$ cat config.mk
export PLATFORM = sky130hd
export DESIGN_NAME = optical_pulse_front_end_ctrl
export DESIGN_NICKNAME = d
export VERILOG_FILES = /design/src/hw/optical_front_end_pkg.sv /design/src/hw/optical_pulse_front_end_ctrl.sv
export VERILOG_INCLUDE_DIRS = /design/src /design/src/hw
export SDC_FILE = /design/constraint.sdc
export NUM_CORES = 1
export LEC_CHECK = 0
export ABC_AREA = 1
export BUFFER_PORTS_ARGS = -buffer_cell sky130_fd_sc_hd__buf_2
export CELL_PAD_IN_SITES_DETAIL_PLACEMENT = 1
export CELL_PAD_IN_SITES_GLOBAL_PLACEMENT = 2
export CORE_ASPECT_RATIO = 0.6
export CORE_MARGIN = 2
export CORE_UTILIZATION = 32
export CTS_CLUSTER_DIAMETER = 60
export CTS_CLUSTER_SIZE = 14
export DETAILED_ROUTE_END_ITERATION = 8
export PLACE_DENSITY_LB_ADDON = 0.1
export SLEW_MARGIN = 40
export SYNTH_ARGS = -nofsm -noshare
export SYNTH_HDL_FRONTEND = slang
export SYNTH_SLANG_ARGS = --single-unit
export TNS_END_PERCENT = 50
$ cat constraint.sdc
create_clock -name core_clk -period 2.3 [get_ports core_clk]
set_input_delay 0.115 -clock core_clk [delete_from_list [all_inputs] [get_ports core_clk]]
set_output_delay 0.115 -clock core_clk [all_outputs]
set_load 0.005 [all_outputs]
$ cat src/hw/optical_front_end_defines.svh
// Offsets, field positions, reset values and timing counts for the optical front-end controller.
// Assumes a 10 MHz core clock and a 32-bit AXI4-Lite register port.
`ifndef OPTICAL_FRONT_END_DEFINES_SVH
`define OPTICAL_FRONT_END_DEFINES_SVH

// ==========================================================================
// Register byte offsets
`define OFS_FAR_SPLIT 8'h00
`define OFS_FAR_GAIN 8'h04
`define OFS_NEAR_SPLIT 8'h08
`define OFS_NEAR_GAIN 8'h0c
`define OFS_IMP_HYS 8'h10
`define OFS_SUM_HYS 8'h14
`define OFS_PULSE 8'h20
`define OFS_FRONT_CTRL 8'h40
`define OFS_FRONT_STAT 8'h44

// ==========================================================================
// Printed register indices (byte address is four times the index)
`define IDX_FAR_SPLIT 8'h00
`define IDX_FAR_GAIN 8'h01
`define IDX_NEAR_SPLIT 8'h02
`define IDX_NEAR_GAIN 8'h03
`define IDX_IMP_HYS 8'h04
`define IDX_SUM_HYS 8'h05
`define IDX_PULSE 8'h08

// ==========================================================================
// Field positions
`define PULSE_OK_BIT 0
`define PER_LSB 4
`define PER_MSB 5
`define PW_LSB 0
`define PW_MSB 3
`define TIM_LSB 5
`define TIM_MSB 7
`define TIM_AUTO_BIT 7
`define HYSTERESIS_DISABLE_BIT 4
`define DIFF_HYSTERESIS_SEL_LSB 0
`define DIFF_HYSTERESIS_SEL_MSB 3
`define SUM_HYSTERESIS_LSB 6
`define SUM_HYSTERESIS_MSB 7
`define CTRL_LOWSIDE_BIT 0
`define CTRL_INIT_BIT 1

// ==========================================================================
// Reset values
`define RST_BYTE 8'h00
`define RST_PULSE 6'h10
`define RST_STEP 2'h0

// ==========================================================================
// Timing: pulse width 2 us base plus 0.5 us per code, periods of each rate
`define CLK_NS 100
`define PW_BASE_NS 2000
`define PW_STEP_NS 500
`define PERIOD1_NS 71942
`define PERIOD2_NS 96154
`define PERIOD3_NS 200000
`define AXI_OKAY 2'b00
`define AXI_SLVERR 2'b10

`endif

$ cat src/hw/optical_front_end_pkg.sv
// Types for the optical front-end controller.
// Assumes the defines header is compiled alongside.
package optical_front_end_pkg;

  // Active parameter set driven to the analogue chain
  typedef struct packed {
    logic [6:0] splitPoint;
    logic [7:0] gainRatio;
  } param_set_s;

  // Comparator hysteresis controls
  typedef struct packed {
    logic [3:0] diffHysteresisSel;
    logic [1:0] sumHysteresisSel;
    logic hysteresisDisable;
  } hys_ctrl_s;

  // Pulse generator states, Gray along idle -> on -> off
  typedef enum logic [1:0] {
    PG_IDLE = 2'b00,
    PG_ON = 2'b01,
    PG_OFF = 2'b11
  } pulse_state_e;

endpackage

$ cat src/hw/optical_pulse_front_end_ctrl.sv
// Light-pulse timing, transimpedance stepping and near/far parameter selection for the front end.
// Assumes an AXI4-Lite master, filtered comparator levels synchronous to core_clk, one clock.
// Assumes the host reruns power-on init mode through the control register after a step change.
//
// Overview of operation
// - Bit 0 of pulse register reads 1 only for good current in low-side mode.
// - Emitter current monitor is used only in low-side drive operation.
// - Rate code 1/2/3 gives 13.9/10.4/5 kHz pulses; code 0 reserved, no pulses.
// - Pulse width is 2 us plus 0.5 us per width code.
// - Static modes never change the transimpedance step.
// - Automatic mode loads programmed step on entering power-on init mode.
// - Automatic mode steps one up or down on sum-current monitor crossings.
// - Far set applies while switching state off, near set while on.
// - Active 7-bit split point assigns diodes to near channel, rest to far.
// - Active 8-bit gain ratio drives the subtractor potentiometer.
// - Near signal above far signal marks near range and switching on.
// - Hysteresis of all comparators follows filtered outputs, not raw ones.
// - Difference hysteresis comes from bits 3:0 of impedance register.
// - Shared sum hysteresis comes from bits 7:6 of sum hysteresis register.
// - Disable bit set removes all comparator hysteresis.
// - Sum comparator outputs go low below their thresholds.
//
// Design decision made here: register access over AXI4-Lite.
`include "optical_front_end_defines.svh"

module optical_pulse_front_end_ctrl #(
  parameter int PW_BITS = 4,
  parameter int CNT_BITS = 12
) (
  // Clock and reset
  input wire logic core_clk,
  input wire logic resetn,
  // AXI4-Lite write address and data
  input wire logic [7:0] s_axi_awaddr,
  input wire logic s_axi_awvalid,
  output logic s_axi_awready,
  input wire logic [31:0] s_axi_wdata,
  input wire logic [3:0] s_axi_wstrb,
  input wire logic s_axi_wvalid,
  output logic s_axi_wready,
  // AXI4-Lite write response
  output logic [1:0] s_axi_bresp,
  output logic s_axi_bvalid,
  input wire logic s_axi_bready,
  // AXI4-Lite read
  input wire logic [7:0] s_axi_araddr,
  input wire logic s_axi_arvalid,
  output logic s_axi_arready,
  output logic [31:0] s_axi_rdata,
  output logic [1:0] s_axi_rresp,
  output logic s_axi_rvalid,
  input wire logic s_axi_rready,
  // Analogue front-end status
  input wire logic emitterCurrentSense,
  input wire logic diffComparatorFiltered,
  input wire logic warnComparatorFiltered,
  input wire logic faultComparatorFiltered,
  input wire logic sumCurrentHigh,
  input wire logic sumCurrentLow,
  // Emitter and analogue controls
  output logic emitterDrivePin,
  output logic [1:0] transimpedanceSel,
  output optical_front_end_pkg::param_set_s activeParams,
  output optical_front_end_pkg::hys_ctrl_s diffHysteresis,
  output optical_front_end_pkg::hys_ctrl_s sumHysteresis,
  output logic nearRange
);

  // ========================================================================
  // Timing constants derived from the clock period
  // Integer division truncates each count toward zero
  localparam logic [CNT_BITS-1:0] PW_BASE_CYC = CNT_BITS'(`PW_BASE_NS / `CLK_NS);
  localparam logic [CNT_BITS-1:0] PW_STEP_CYC = CNT_BITS'(`PW_STEP_NS / `CLK_NS);
  localparam logic [CNT_BITS-1:0] PERIOD1_CYC = CNT_BITS'(`PERIOD1_NS / `CLK_NS);
  localparam logic [CNT_BITS-1:0] PERIOD2_CYC = CNT_BITS'(`PERIOD2_NS / `CLK_NS);
  localparam logic [CNT_BITS-1:0] PERIOD3_CYC = CNT_BITS'(`PERIOD3_NS / `CLK_NS);

  // ========================================================================
  // Whole block state
  typedef struct packed {
    // Write channel
    logic awReady;
    logic wReady;
    logic bValid;
    logic [1:0] bResp;
    logic awHeld;
    logic [7:0] awAddr;
    logic wHeld;
    logic [31:0] wData;
    logic [3:0] wStrb;

    // Read channel
    logic arReady;
    logic rValid;
    logic [1:0] rResp;
    logic [31:0] rData;

    // Software configuration
    logic [6:0] farSplit;
    logic [7:0] farGain;
    logic [6:0] nearSplit;
    logic [7:0] nearGain;
    logic [7:0] impHys;
    logic [1:0] sumHysSel;
    logic [5:0] pulseCfg;
    logic lowSideMode;
    logic initPulse;

    // Live status
    logic [1:0] step;
    logic currentGood;

    // Pulse generator
    optical_front_end_pkg::pulse_state_e pgState;
    logic [CNT_BITS-1:0] pgCount;
    logic [CNT_BITS-1:0] periodCount;

    // Registered analogue controls
    logic drive;
    logic [1:0] tiSel;
    optical_front_end_pkg::param_set_s params;
    optical_front_end_pkg::hys_ctrl_s diffHys;
    optical_front_end_pkg::hys_ctrl_s sumHys;
    logic near;
  } state_s;

  state_s cur_ff;
  state_s nxt_ff;

  // ========================================================================
  // Rate code to period in cycles; zero for the reserved code
  function automatic logic [CNT_BITS-1:0] periodOf(input logic [1:0] code);
    case (code)
      2'h1: periodOf = PERIOD1_CYC;
      2'h2: periodOf = PERIOD2_CYC;
      2'h3: periodOf = PERIOD3_CYC;
      default: periodOf = '0;
    endcase
  endfunction

  // ========================================================================
  // Next-state logic
  always_comb
  begin
    logic doWrite;
    logic [7:0] wByte;
    logic [CNT_BITS-1:0] pwCyc;
    logic [CNT_BITS-1:0] period;
    nxt_ff = cur_ff;
    doWrite = 1'b0;
    wByte = 8'h00;
    pwCyc = '0;
    period = '0;
    nxt_ff.initPulse = 1'b0;

    // Write channel: capture address and data in either order
    if (s_axi_awvalid && cur_ff.awReady)
    begin
      nxt_ff.awHeld = 1'b1;
      nxt_ff.awAddr = s_axi_awaddr;
      nxt_ff.awReady = 1'b0;
    end
    // Data may arrive before, with or after its address
    if (s_axi_wvalid && cur_ff.wReady)
    begin
      nxt_ff.wHeld = 1'b1;
      nxt_ff.wData = s_axi_wdata;
      nxt_ff.wStrb = s_axi_wstrb;
      nxt_ff.wReady = 1'b0;
    end

    // Both halves held: store the low byte when its strobe bit 0 is set, and answer
    if (cur_ff.awHeld && cur_ff.wHeld && !cur_ff.bValid)
    begin
      doWrite = cur_ff.wStrb[0];
      wByte = cur_ff.wData[7:0];
      nxt_ff.awHeld = 1'b0;
      nxt_ff.wHeld = 1'b0;
      nxt_ff.bValid = 1'b1;
      nxt_ff.bResp = `AXI_OKAY;
      // Unmapped byte addresses answer with an error
      case (cur_ff.awAddr)
        `OFS_FAR_SPLIT,
        `OFS_FAR_GAIN,
        `OFS_NEAR_SPLIT,
        `OFS_NEAR_GAIN,
        `OFS_IMP_HYS,
        `OFS_SUM_HYS,
        `OFS_PULSE,
        `OFS_FRONT_CTRL,
        `OFS_FRONT_STAT: nxt_ff.bResp = `AXI_OKAY;
        default: nxt_ff.bResp = `AXI_SLVERR;
      endcase
    end

    // Response taken: reopen both write channels
    if (cur_ff.bValid && s_axi_bready)
    begin
      nxt_ff.bValid = 1'b0;
      nxt_ff.awReady = 1'b1;
      nxt_ff.wReady = 1'b1;
    end

    // Register stores; status bits are never written
    if (doWrite)
    begin
      case (cur_ff.awAddr)
        `OFS_FAR_SPLIT: nxt_ff.farSplit = wByte[6:0];
        `OFS_FAR_GAIN: nxt_ff.farGain = wByte;
        `OFS_NEAR_SPLIT: nxt_ff.nearSplit = wByte[6:0];
        `OFS_NEAR_GAIN: nxt_ff.nearGain = wByte;
        `OFS_IMP_HYS: nxt_ff.impHys = wByte;
        `OFS_SUM_HYS: nxt_ff.sumHysSel = wByte[`SUM_HYSTERESIS_MSB:`SUM_HYSTERESIS_LSB];
        `OFS_PULSE: nxt_ff.pulseCfg = wByte[`PER_MSB:`PW_LSB];
        // Own control register: drive mode and init request
        `OFS_FRONT_CTRL:
        begin
          nxt_ff.lowSideMode = wByte[`CTRL_LOWSIDE_BIT];
          nxt_ff.initPulse = wByte[`CTRL_INIT_BIT];
        end
        default: nxt_ff.lowSideMode = cur_ff.lowSideMode;
      endcase
    end

    // Read channel
    if (s_axi_arvalid && cur_ff.arReady)
    begin
      nxt_ff.arReady = 1'b0;
      nxt_ff.rValid = 1'b1;
      nxt_ff.rResp = `AXI_OKAY;
      nxt_ff.rData = 32'h0000_0000;
      // Unmapped addresses read zero and answer with an error
      case (s_axi_araddr)
        `OFS_FAR_SPLIT: nxt_ff.rData[6:0] = cur_ff.farSplit;
        `OFS_FAR_GAIN: nxt_ff.rData[7:0] = cur_ff.farGain;
        `OFS_NEAR_SPLIT: nxt_ff.rData[6:0] = cur_ff.nearSplit;
        `OFS_NEAR_GAIN: nxt_ff.rData[7:0] = cur_ff.nearGain;
        `OFS_IMP_HYS: nxt_ff.rData[7:0] = cur_ff.impHys;
        `OFS_SUM_HYS: nxt_ff.rData[`SUM_HYSTERESIS_MSB:`SUM_HYSTERESIS_LSB] = cur_ff.sumHysSel;
        `OFS_PULSE:
        begin
          nxt_ff.rData[`PER_MSB:`PW_LSB] = cur_ff.pulseCfg;
          nxt_ff.rData[`PULSE_OK_BIT] = cur_ff.currentGood;
        end
        `OFS_FRONT_CTRL: nxt_ff.rData[`CTRL_LOWSIDE_BIT] = cur_ff.lowSideMode;
        `OFS_FRONT_STAT: nxt_ff.rData[3:0] = {cur_ff.near, cur_ff.step, cur_ff.currentGood};
        default: nxt_ff.rResp = `AXI_SLVERR;
      endcase
    end

    // Read data taken: reopen the address channel
    if (cur_ff.rValid && s_axi_rready)
    begin
      nxt_ff.rValid = 1'b0;
      nxt_ff.arReady = 1'b1;
    end

    // Current good only in low-side mode, sampled at the end of each pulse
    if (!cur_ff.lowSideMode)
      nxt_ff.currentGood = 1'b0;
    else if (cur_ff.pgState == optical_front_end_pkg::PG_ON && cur_ff.pgCount == '0)
      nxt_ff.currentGood = emitterCurrentSense;

    // Pulse generator: width then remainder of period
    pwCyc = CNT_BITS'(PW_BASE_CYC
      + PW_STEP_CYC * CNT_BITS'(cur_ff.pulseCfg[`PW_LSB +: PW_BITS]));
    period = periodOf(cur_ff.pulseCfg[`PER_MSB:`PER_LSB]);
    case (cur_ff.pgState)
      // Idle: start a period unless the rate code is reserved
      optical_front_end_pkg::PG_IDLE:
      begin
        nxt_ff.drive = 1'b0;
        if (period != '0)
        begin
          nxt_ff.pgState = optical_front_end_pkg::PG_ON;
          nxt_ff.drive = 1'b1;
          nxt_ff.pgCount = CNT_BITS'(pwCyc - 1'b1);
          nxt_ff.periodCount = CNT_BITS'(period - 1'b1);
        end
      end

      // Light on for the width, period counter running
      optical_front_end_pkg::PG_ON:
      begin
        nxt_ff.pgCount = CNT_BITS'(cur_ff.pgCount - 1'b1);
        nxt_ff.periodCount = CNT_BITS'(cur_ff.periodCount - 1'b1);
        if (cur_ff.pgCount == '0)
        begin
          nxt_ff.drive = 1'b0;
          nxt_ff.pgState = optical_front_end_pkg::PG_OFF;
        end
      end

      // Dark for the rest of the period
      optical_front_end_pkg::PG_OFF:
      begin
        nxt_ff.periodCount = CNT_BITS'(cur_ff.periodCount - 1'b1);
        if (cur_ff.periodCount == '0)
          nxt_ff.pgState = optical_front_end_pkg::PG_IDLE;
      end
      default: nxt_ff.pgState = optical_front_end_pkg::PG_IDLE;
    endcase

    // Transimpedance step: static holds, automatic loads on init and steps
    if (!cur_ff.impHys[`TIM_AUTO_BIT] || cur_ff.initPulse)
      nxt_ff.step = cur_ff.impHys[`TIM_MSB-1:`TIM_LSB];
    else if (sumCurrentHigh && !sumCurrentLow && cur_ff.step != 2'h3)
      nxt_ff.step = 2'(cur_ff.step + 1'b1);
    else if (sumCurrentLow && !sumCurrentHigh && cur_ff.step != `RST_STEP)
      nxt_ff.step = 2'(cur_ff.step - 1'b1);

    // Selected step reaches the pin one clock later
    nxt_ff.tiSel = cur_ff.step;

    // Switching state from filtered difference comparator selects set
    nxt_ff.near = diffComparatorFiltered;
    if (cur_ff.near)
      nxt_ff.params = '{splitPoint: cur_ff.nearSplit, gainRatio: cur_ff.nearGain};
    else
      nxt_ff.params = '{splitPoint: cur_ff.farSplit, gainRatio: cur_ff.farGain};

    // Hysteresis settings; filtered levels route the side at the comparators
    nxt_ff.diffHys.diffHysteresisSel = cur_ff.impHys[`DIFF_HYSTERESIS_SEL_MSB:`DIFF_HYSTERESIS_SEL_LSB];
    nxt_ff.diffHys.sumHysteresisSel = 2'(warnComparatorFiltered);
    nxt_ff.diffHys.hysteresisDisable = cur_ff.impHys[`HYSTERESIS_DISABLE_BIT];

    // Sum comparators: shared width, filtered warn and fault levels
    nxt_ff.sumHys.diffHysteresisSel = {2'h0, warnComparatorFiltered, faultComparatorFiltered};
    nxt_ff.sumHys.sumHysteresisSel = cur_ff.sumHysSel;
    nxt_ff.sumHys.hysteresisDisable = cur_ff.impHys[`HYSTERESIS_DISABLE_BIT];
  end

  // ========================================================================
  // State register
  always_ff @(posedge core_clk or negedge resetn)
  begin
    if (!resetn)
    begin
      // Bus channels open; pulse rate code 1, width code 0
      cur_ff <= '0;
      cur_ff.awReady <= 1'b1;
      cur_ff.wReady <= 1'b1;
      cur_ff.arReady <= 1'b1;
      cur_ff.pulseCfg <= `RST_PULSE;
      cur_ff.pgState <= optical_front_end_pkg::PG_IDLE;
    end
    else
      cur_ff <= nxt_ff;
  end

  // ========================================================================
  // Outputs straight from the state register
  assign s_axi_awready = cur_ff.awReady;
  assign s_axi_wready = cur_ff.wReady;
  assign s_axi_bvalid = cur_ff.bValid;
  assign s_axi_bresp = cur_ff.bResp;
  assign s_axi_arready = cur_ff.arReady;
  assign s_axi_rvalid = cur_ff.rValid;
  assign s_axi_rresp = cur_ff.rResp;
  assign s_axi_rdata = cur_ff.rData;

  // Emitter and analogue controls
  assign emitterDrivePin = cur_ff.drive;
  assign transimpedanceSel = cur_ff.tiSel;
  assign activeParams = cur_ff.params;
  assign diffHysteresis = cur_ff.diffHys;
  assign sumHysteresis = cur_ff.sumHys;
  assign nearRange = cur_ff.near;

endmodule

Word level (Yosys, flattened, before mapping):

Cells that the tools add are included.

* register bits after elaboration: 169
* logic and storage cells: 155

* add/subtract/negate cells: 7
* multiply operators: 1
* equality and inequality tests: 26
* multiplexer cells: 35
* reduce and logical (&&, ||, !) cells: 49

Operators by type and width (number)
* case mux 12 bit (2 select lines): 2
* two-way mux 37 bit: 1
* two-way mux 36 bit: 1
* subtractor 12 x 1 -> 12 bit (second input constant): 3
* case mux 11 bit (3 select lines): 1
* == test 8 x 4 -> 1 bit (second input constant): 4
* == test 8 x 5 -> 1 bit (second input constant): 4
* == test 8 x 7 -> 1 bit (second input constant): 4
* two-way mux 27 bit: 1
* zero test 12 bit: 2
* AND reduction 2 bit: 11
* case mux 3 bit (7 select lines): 1
* nonzero test 2 bit: 9
* OR reduction 9 bit: 2
* == test 8 x 3 -> 1 bit (second input constant): 2
* == test 8 x 6 -> 1 bit (second input constant): 2
* zero test 8 bit: 2
* two-way mux 2 bit: 8
* two-way mux 15 bit: 1
* logical AND 1 bit: 12
* case mux 2 bit (6 select lines): 1
* nonzero test 12 bit: 1
* two-way mux 1 bit: 9
* two-way mux 9 bit: 1
* other kinds (23): 33

Depth between registers and ports, before layout:

Gate-level depths: netlist of run 1.

* depth in word-level cells: 6
* depth in mapped cells: 11
* mapped depth without buffers: 11

Worst setup path after synthesis of run 1:

OpenSTA, ideal clock, no wires.

* kind: reg2reg
* from: reg cur_ff[66] (netlist name)
* to: reg cur_ff[50] (netlist name)
* library setup time: 126 ps
* data arrival time: 1641 ps
* slack: 533 ps
* cell stages (with the launch flop): 10
* clock period less this slack: 1767 ps
* cells stage by stage: dfrtp_1 ha_1 inv_1 fa_1 nor2_1 nand3_1 nand3_1 o21ai_0 nand2_1 o21ai_0

* word-level cells in the longest chain between the ends: 5

RTL lines
* start, declared: RTL line optical_pulse_front_end_ctrl.sv:127 `state_s cur_ff;`
* start signal, assigned: RTL line optical_pulse_front_end_ctrl.sv:348 `cur_ff <= nxt_ff;`
* multiplier 3 x 4 -> 7 bit: RTL line optical_pulse_front_end_ctrl.sv:266 `` + PW_STEP_CYC * CNT_BITS'(cur_ff.pulseCfg[`PW_LSB +: PW_BITS])); ``
* adder 5 x 7 -> 8 bit: RTL line optical_pulse_front_end_ctrl.sv:265 `pwCyc = CNT_BITS'(PW_BASE_CYC`
* subtractor 8 x 1 -> 9 bit: RTL line optical_pulse_front_end_ctrl.sv:277 `nxt_ff.pgCount = CNT_BITS'(pwCyc - 1'b1);`
* two-way mux 27 bit: RTL line optical_pulse_front_end_ctrl.sv:273 `if (period != '0)`
* case mux 12 bit (2 select lines): RTL line optical_pulse_front_end_ctrl.sv:268 `case (cur_ff.pgState)`

Every way passes these cells. The select of a mux whose other input is x is not followed.
A chain may end at the register's enable or synchronous reset.

Final worst setup path of run 1:

Ends and elaborated chain as after synthesis.

==> metrics.txt, run 1 <==
status=finished clean; Final period util=0.849; dpl ws=about 320 ps; Filler Cell Count=between 2,000 and 3,000; Synth Instances=866; min setup slack post-route=346 ps; core box area=~0.022 mm^2; Post-Route WL=between 20 and 25 mm; die width=196 um; vias per cell=about 4.6; Fmax achieved=512 MHz; largest net degree at the start of global routing=59; I/O pin count=139; final non-filler cell total=1,258; Final Hold Vio Count=0; Setup Buffers After CTS=0; # H-tree levels=4; worst IR drop on VDD=512 uV; post-route ant nets=0; count leader, synth=nand2_1; initial antenna violation count=0; Area contributors post-synth=dfrtp_1 (48%), nand2_1 (11%), buf_4 (7.1%); gpl congestion=roughly 0.83; r2r startpoint=cur_ff[66]$_DFFE_PN0P_; n_diodes=0; hold crit path type=input port to async pin; Yosys top cell area share=0.476; Nets=1,039; vias in the first global route=6,109; Yosys warnings=0; R2R setup slack=350 ps; Area growth syn-to-layout=18.5%; Setup TNS Final=0 ps; Tmin final=between 1500 and 2000 ps; placed insts=1,197; Max Slew Vio Count=0; CP required=2600 ps; Post-synth EDFFs=0; Reg2Reg Depth=9; Detailed Route Iter0 Violations=330; Initial Utilization=0.324; kind of critical path=flop to flop; worst r2r dst=cur_ff[50]$_DFFE_PN0P_; post-DP HPWL=15.9 mm; post-synth cell types=40; CTS sink count=139; DR DRC count=0; # resized after CTS=0; MaxCap Viol Count=0; Clock Skew=between 7 and 8 ps; WP data arrival=2260 ps; Post-Syn Area=0.00710 mm^2; Synth Register Bits=139; Least-Margin Pin Slew=between 600 and 700 ps; total number of vias=5,820; Die Ht=119 um; Final Setup Violations=0; DIE AREA=0.0234 mm^2; row count=42; Primary FF master, synth=dfrtp_1; total track usage=0.187; Pwr Total=about 9000 uW; CTS tree=yes; global-route wire length before repair=33.6 mm; share of layout cells above drive strength 1=0.159; pwr dens=around 1100 mW/mm^2; Worst Path Max Fanout=5; most frequent cells after synthesis=nand2_1 (207), dfrtp_1 (135), inv_1 (101); relative slew slack=0.584; drt first pass iters=5; Async SR Flop Fraction=1.00; area leader, netlist=dfrtp_1; register area share after synthesis=0.491; grt total ovfl=0; WL/cell=around 17 um; syn_area_per_cell=8.20 um^2; leakage=0.00422 uW; CP Launch Type=flop; clk_lat worst skew=420 ps; Root Buffer Master=clkbuf_16; CTS clock-pin slew for the worst setup and hold paths=60 ps; Critical Path Sink Type=flop; number of port buffers=82; RSZ-0062 raised after global routing=no; maximum root-to-sink buffer count=2; CTS buffer count=17
[metal layers]
layer  part of all wire  global-route usage  wire length, um  vias up
met1               0.54               0.289            11300     2827
met2               0.41               0.267             8490      123
met3              0.041              0.0385              844       13
met5                  0                   0                0        -
li1                   -                   -                -     2857
met4             0.0068              0.0407              141        0
[worst max-delay path, cell delays in order (launching register included)]
cell,delay [ps]
dfrtp_1,440
ha_1,320
inv_1,60
fa_1,400
nor2_1,200
nand3_1,120
nand3_1,100
o21ai_0,80
nand2_1,60
o21ai_0,70
[cell type report]
cell class,count,area (um^2),area share
tap,286,358,0.0425
timing repair buffer,126,835,0.0992
sequential,139,3480,0.414
clock inverter,6,85.1,0.0101
clock buffer,25,505,0.0601
multi-input combinational,572,2760,0.328
inverter,104,390,0.0464
[sequential cells by signal, summed over array words and instances, names as in the netlist]
| name | count |
|---|---|
| s_axi_bvalid | 1 |
| nearRange | 1 |
| s_axi_arready | 1 |
| cur_ff | 96 |
| diffHysteresis | 4 |
| transimpedanceSel | 2 |
| s_axi_rresp | 1 |
| s_axi_rdata | 8 |
| s_axi_awready | 1 |
| s_axi_rvalid | 1 |
| s_axi_bresp | 1 |
| activeParams | 15 |
| emitterDrivePin | 1 |
| s_axi_wready | 1 |
| sumHysteresis | 5 |
[cell families (layout without fill, tap and decap cells)]
kind of cell	after synthesis	count (layout)	synth area share
adders and majority gates	14	14	0.0257
xor gates and xnor gates	5	5	0.00617
buffers and inverters	183	261	0.136
DFF	139	139	0.491
other	1	29	0.000528
and+or+nand+nor	377	377	0.224
AOI/OAI and AO/OA	145	145	0.114
muxes	2	2	0.00317
[where the power goes]
part	leakage (uW)	switching, uW	total, uW	internal (uW)
sequential	0.00183	526	3670	3150
clock	0.000285	1040	2770	1730
combinational	0.00211	1780	2730	943
[through the flow]
step / cell area, um^2 / hold slack [ps] / utilization
global placement: 7520 / 10.0 / 0.343
floorplan: 7200 / -181 / -
finish: 8410 / 118 / 0.384
CTS: 8410 / 101 / 0.384
detailed placement: 7520 / 13.3 / 0.343
global route: 8410 / 156 / 0.384
[placed cells by master, fill, tap and decap left out, types with 2 or more instances in the layout]
master	netlist	layout
a21oi_1	26	26
clkbuf_8	0	5
clkinv_2	0	2
bufinv_16	0	2
nand3_1	49	49
nor3_1	5	5
buf_4	67	13
nor2_1	89	89
o21ai_2	8	8
nor2_4	3	3
dfstp_2	4	4
nand2_2	5	5
buf_2	2	81
nand2_1	207	207
nor2_2	2	2
conb_1	1	29
clkbuf_16	0	17
dfrtp_1	135	135
o211ai_1	6	6
nand4_1	10	10
ha_1	13	13
o221ai_1	3	3
o21ai_1	5	5
clkinv_1	2	2
inv_1	101	101
o31ai_1	3	3
xor2_1	4	4
a21oi_2	3	3
o21ai_0	87	87
dlygate4sd3_1	0	30
mux2_2	2	2
clkinvlp_4	0	2
nand3b_1	2	2
clkbuf_1	7	3
nor3_4	2	2
[timing repair]
item                                    4_1_cts  5_1_grt
endpoints found under the setup margin        0        0
hold buffers                                 30        0
endpoints found under the hold margin       124        0
[worst max-delay path by stage]
stage,from,end,slack (ps),cells after the start
2_1_floorplan,cur_ff[66]$_DFFE_PN0P_,cur_ff[50]$_DFFE_PN0P_,530,9
3_3_place_gp,cur_ff[66]$_DFFE_PN0P_,cur_ff[50]$_DFFE_PN0P_,340,9
3_5_place_dp,cur_ff[66]$_DFFE_PN0P_,cur_ff[50]$_DFFE_PN0P_,320,9
4_1_cts,cur_ff[66]$_DFFE_PN0P_,cur_ff[50]$_DFFE_PN0P_,310,9
5_1_grt,cur_ff[66]$_DFFE_PN0P_,cur_ff[50]$_DFFE_PN0P_,140,9
6_report,cur_ff[66]$_DFFE_PN0P_,cur_ff[50]$_DFFE_PN0P_,350,9
Note: power is estimated with default switching activity, not from simulation.
==> inputs of run 2 (changes only) <==
- clock period: 2.3 -> 2.04 ns (I/O delays scaled with it)
==> run 2 against run 1 <==
Combinational power increased by 16%. Total power rose by 14%. Utilization grew 0.47 points. Clock skew is 2.4 ps higher. Largest cell class unchanged. Sequential share of layout area is 0.49 points lower. First-iteration DRC count shrank 8.5%. Critical endpoint is now cur_ff[51]$_DFFE_PN0P_. Sequential power rose by 13%.
==> metrics.txt, run 2 (synthesis gave the netlist of run 1 again) <==
status=finished clean; worst r2r dst=cur_ff[51]$_DFFE_PN0P_; WL/cell=16.3 um (-1.3%); final instance area=0.00852 mm^2 (+1.2%); DIE AREA=0.0234 mm^2 (unchanged); DP Area=0.00760 mm^2 (+1.1%); core box area=0.0219 mm^2 (unchanged); Area growth syn-to-layout=20.0%; initial antenna violation count=0 (unchanged); DR DRC count=0 (unchanged); most flop-heavy register=cur_ff; total track usage=0.188 (+0.000979); CTS clock-pin slew for the worst setup and hold paths=60 ps (about the same); CP Launch Type=flop; RSZ-0062 raised after global routing=no; final non-filler cell total=1,269 (+0.87%); max FFs per register=96 (unchanged); Setup Buffers After CTS=0 (unchanged); R2R setup slack=160 ps (-180 ps); pwr dens=1220 mW/mm^2 (+12%); Max Slew Vio Count=0 (unchanged); gpl congestion=0.812 (-2.4%); Tmin final=1880 ps (-76.1 ps); Initial Utilization=0.324 (unchanged); row count=42 (unchanged); Least-Margin Pin Slew=629 ps (+7.35 ps); MaxCap Viol Count=0 (unchanged); CTS buffer count=17 (unchanged); I/O pin count=139 (unchanged); Critical Path Sink=cur_ff[51]$_DFFE_PN0P_; r2r startpoint=cur_ff[65]$_DFFE_PN0P_; # H-tree levels=4 (unchanged); grt total ovfl=0 (unchanged); worst IR drop on VDD=595 uV (+16%); Final Setup Violations=0 (unchanged); Die Ht=119 um (unchanged); vias in the first global route=6,157 (+0.79%); Final period util=0.920 (+0.0709); number of port buffers=82 (unchanged); CTS tree=yes; Final Hold Vio Count=0 (unchanged); critical path startpoint=cur_ff[65]$_DFFE_PN0P_; CP required=2360 ps (-240 ps); maximum root-to-sink buffer count=2 (unchanged); largest net degree at the start of global routing=62 (+5.1%); Setup TNS Final=0 ps (unchanged); commonest non-fill, non-tap cell in the layout=nand2_1; hold crit path type=input port to flop; Fmax achieved=533 MHz (+4.1%); drt first pass iters=5 (unchanged); Nets=1,048 (+0.87%); global-route wire length before repair=33.6 mm (about the same); total number of vias=5,900 (+1.4%); Filler Cell Count=2,655 (+1.1%); CTS sink count=139 (unchanged); share of layout cells above drive strength 1=0.174 (+0.0147); placed insts=1,206 (+0.75%); Post-Route WL=20.7 mm (-0.47%); Detailed Route Iter0 Violations=302 (-8.5%); Worst Path Max Fanout=5 (unchanged); commonest cells after routing, fill and taps aside=nand2_1 (207), dfrtp_1 (134), inv_1 (100); leakage=0.00427 uW (+1.2%); post-route ant nets=0 (unchanged); Root Buffer Master=clkbuf_16; Clock Skew=10.2 ps (+2.43 ps); vias per cell=4.65 (+0.50%); die width=196 um (unchanged); kind of critical path=flop to flop; post-DP HPWL=15.9 mm (-0.37%); Critical Path Sink Type=flop; relative slew slack=0.581 (-0.00337); Reg2Reg Depth=8 (-1); WP data arrival=2200 ps (-60 ps); clk_lat worst skew=430 ps (about the same)
## run 2: changes by cell type in the layout (fill, tap and decap cells not counted), sizes merged
cell    previous run  this run
buf               96       105
bufinv             2         3
clkbuf            25        20
clkinv             4         8
diode              0         1
inv              102       103
## run 2: how the worst min path moves through the flow
stage / end / cells after the start / startpoint
after global routing: cur_ff[61]$_DFFE_PN0P_ / 4 / sumCurrentLow
after CTS: cur_ff[61]$_DFFE_PN0P_ / 4 / sumCurrentLow
after floorplan: activeParams[0]$_DFF_PN0_ / 0 / resetn
after global placement: sumHysteresis[4]$_DFF_PN0_ / 1 / resetn
after detailed placement: sumHysteresis[4]$_DFF_PN0_ / 1 / resetn
final: cur_ff[61]$_DFFE_PN0P_ / 4 / sumCurrentLow
## run 2: where the power goes
part | internal (uW) | total, uW | switching [uW]
Clock | 1910 | 3130 | 1220
Sequential | 3550 | 4130 | 584
Combinational | 1120 | 3160 | 2050
## run 2: layer usage
metal / part of all wire / track usage
met1: 0.55 / 0.294
met2: 0.41 / 0.261
met3: 0.032 / 0.0402
met4: 0.0048 / 0.0440
met5: 0 / 0
## run 2: per-stage QoR
step           setup slack, ps   util  power [uW]  hold slack (ps)
2_1_floorplan              273      -        6170             -194
3_3_place_gp               145  0.347        7130              143
3_5_place_dp             -3.72  0.347        7270              151
4_1_cts                   44.8  0.387       10500             81.9
5_1_grt                   15.6  0.389       11200              108
6_report                   163  0.389       10400              107
## run 2: final cells by class
cell class                 instances  area (um^2)  share of cell area
timing repair buffer             135          915               0.107
antenna                            1         2.50            0.000294
multi-input combinational        572         2780               0.327
tap                              286          358              0.0420
inverter                         104          390              0.0458
sequential                       139         3480               0.409
clock inverter                    12          148              0.0173
clock buffer                      20          437              0.0513
## run 2: critical path, stage by stage (launching register included)
cell and delay, ps:
dfrtp_2 460, ha_1 310, ha_1 230, ha_4 290, nand4_1 120, a21oi_1 160
nor2_1 60, nor2_1 90, nor2_1 60
## run 2: what timing repair did
| action | in CTS | in global routing |
|---|---|---|
| endpoints found under the setup margin | 1 | 3 |
| endpoints found under the hold margin | 81 | 0 |
| cloned | 0 | 0 |
| hold buffers | 30 | 0 |
| gates resized for setup | 1 | 6 |
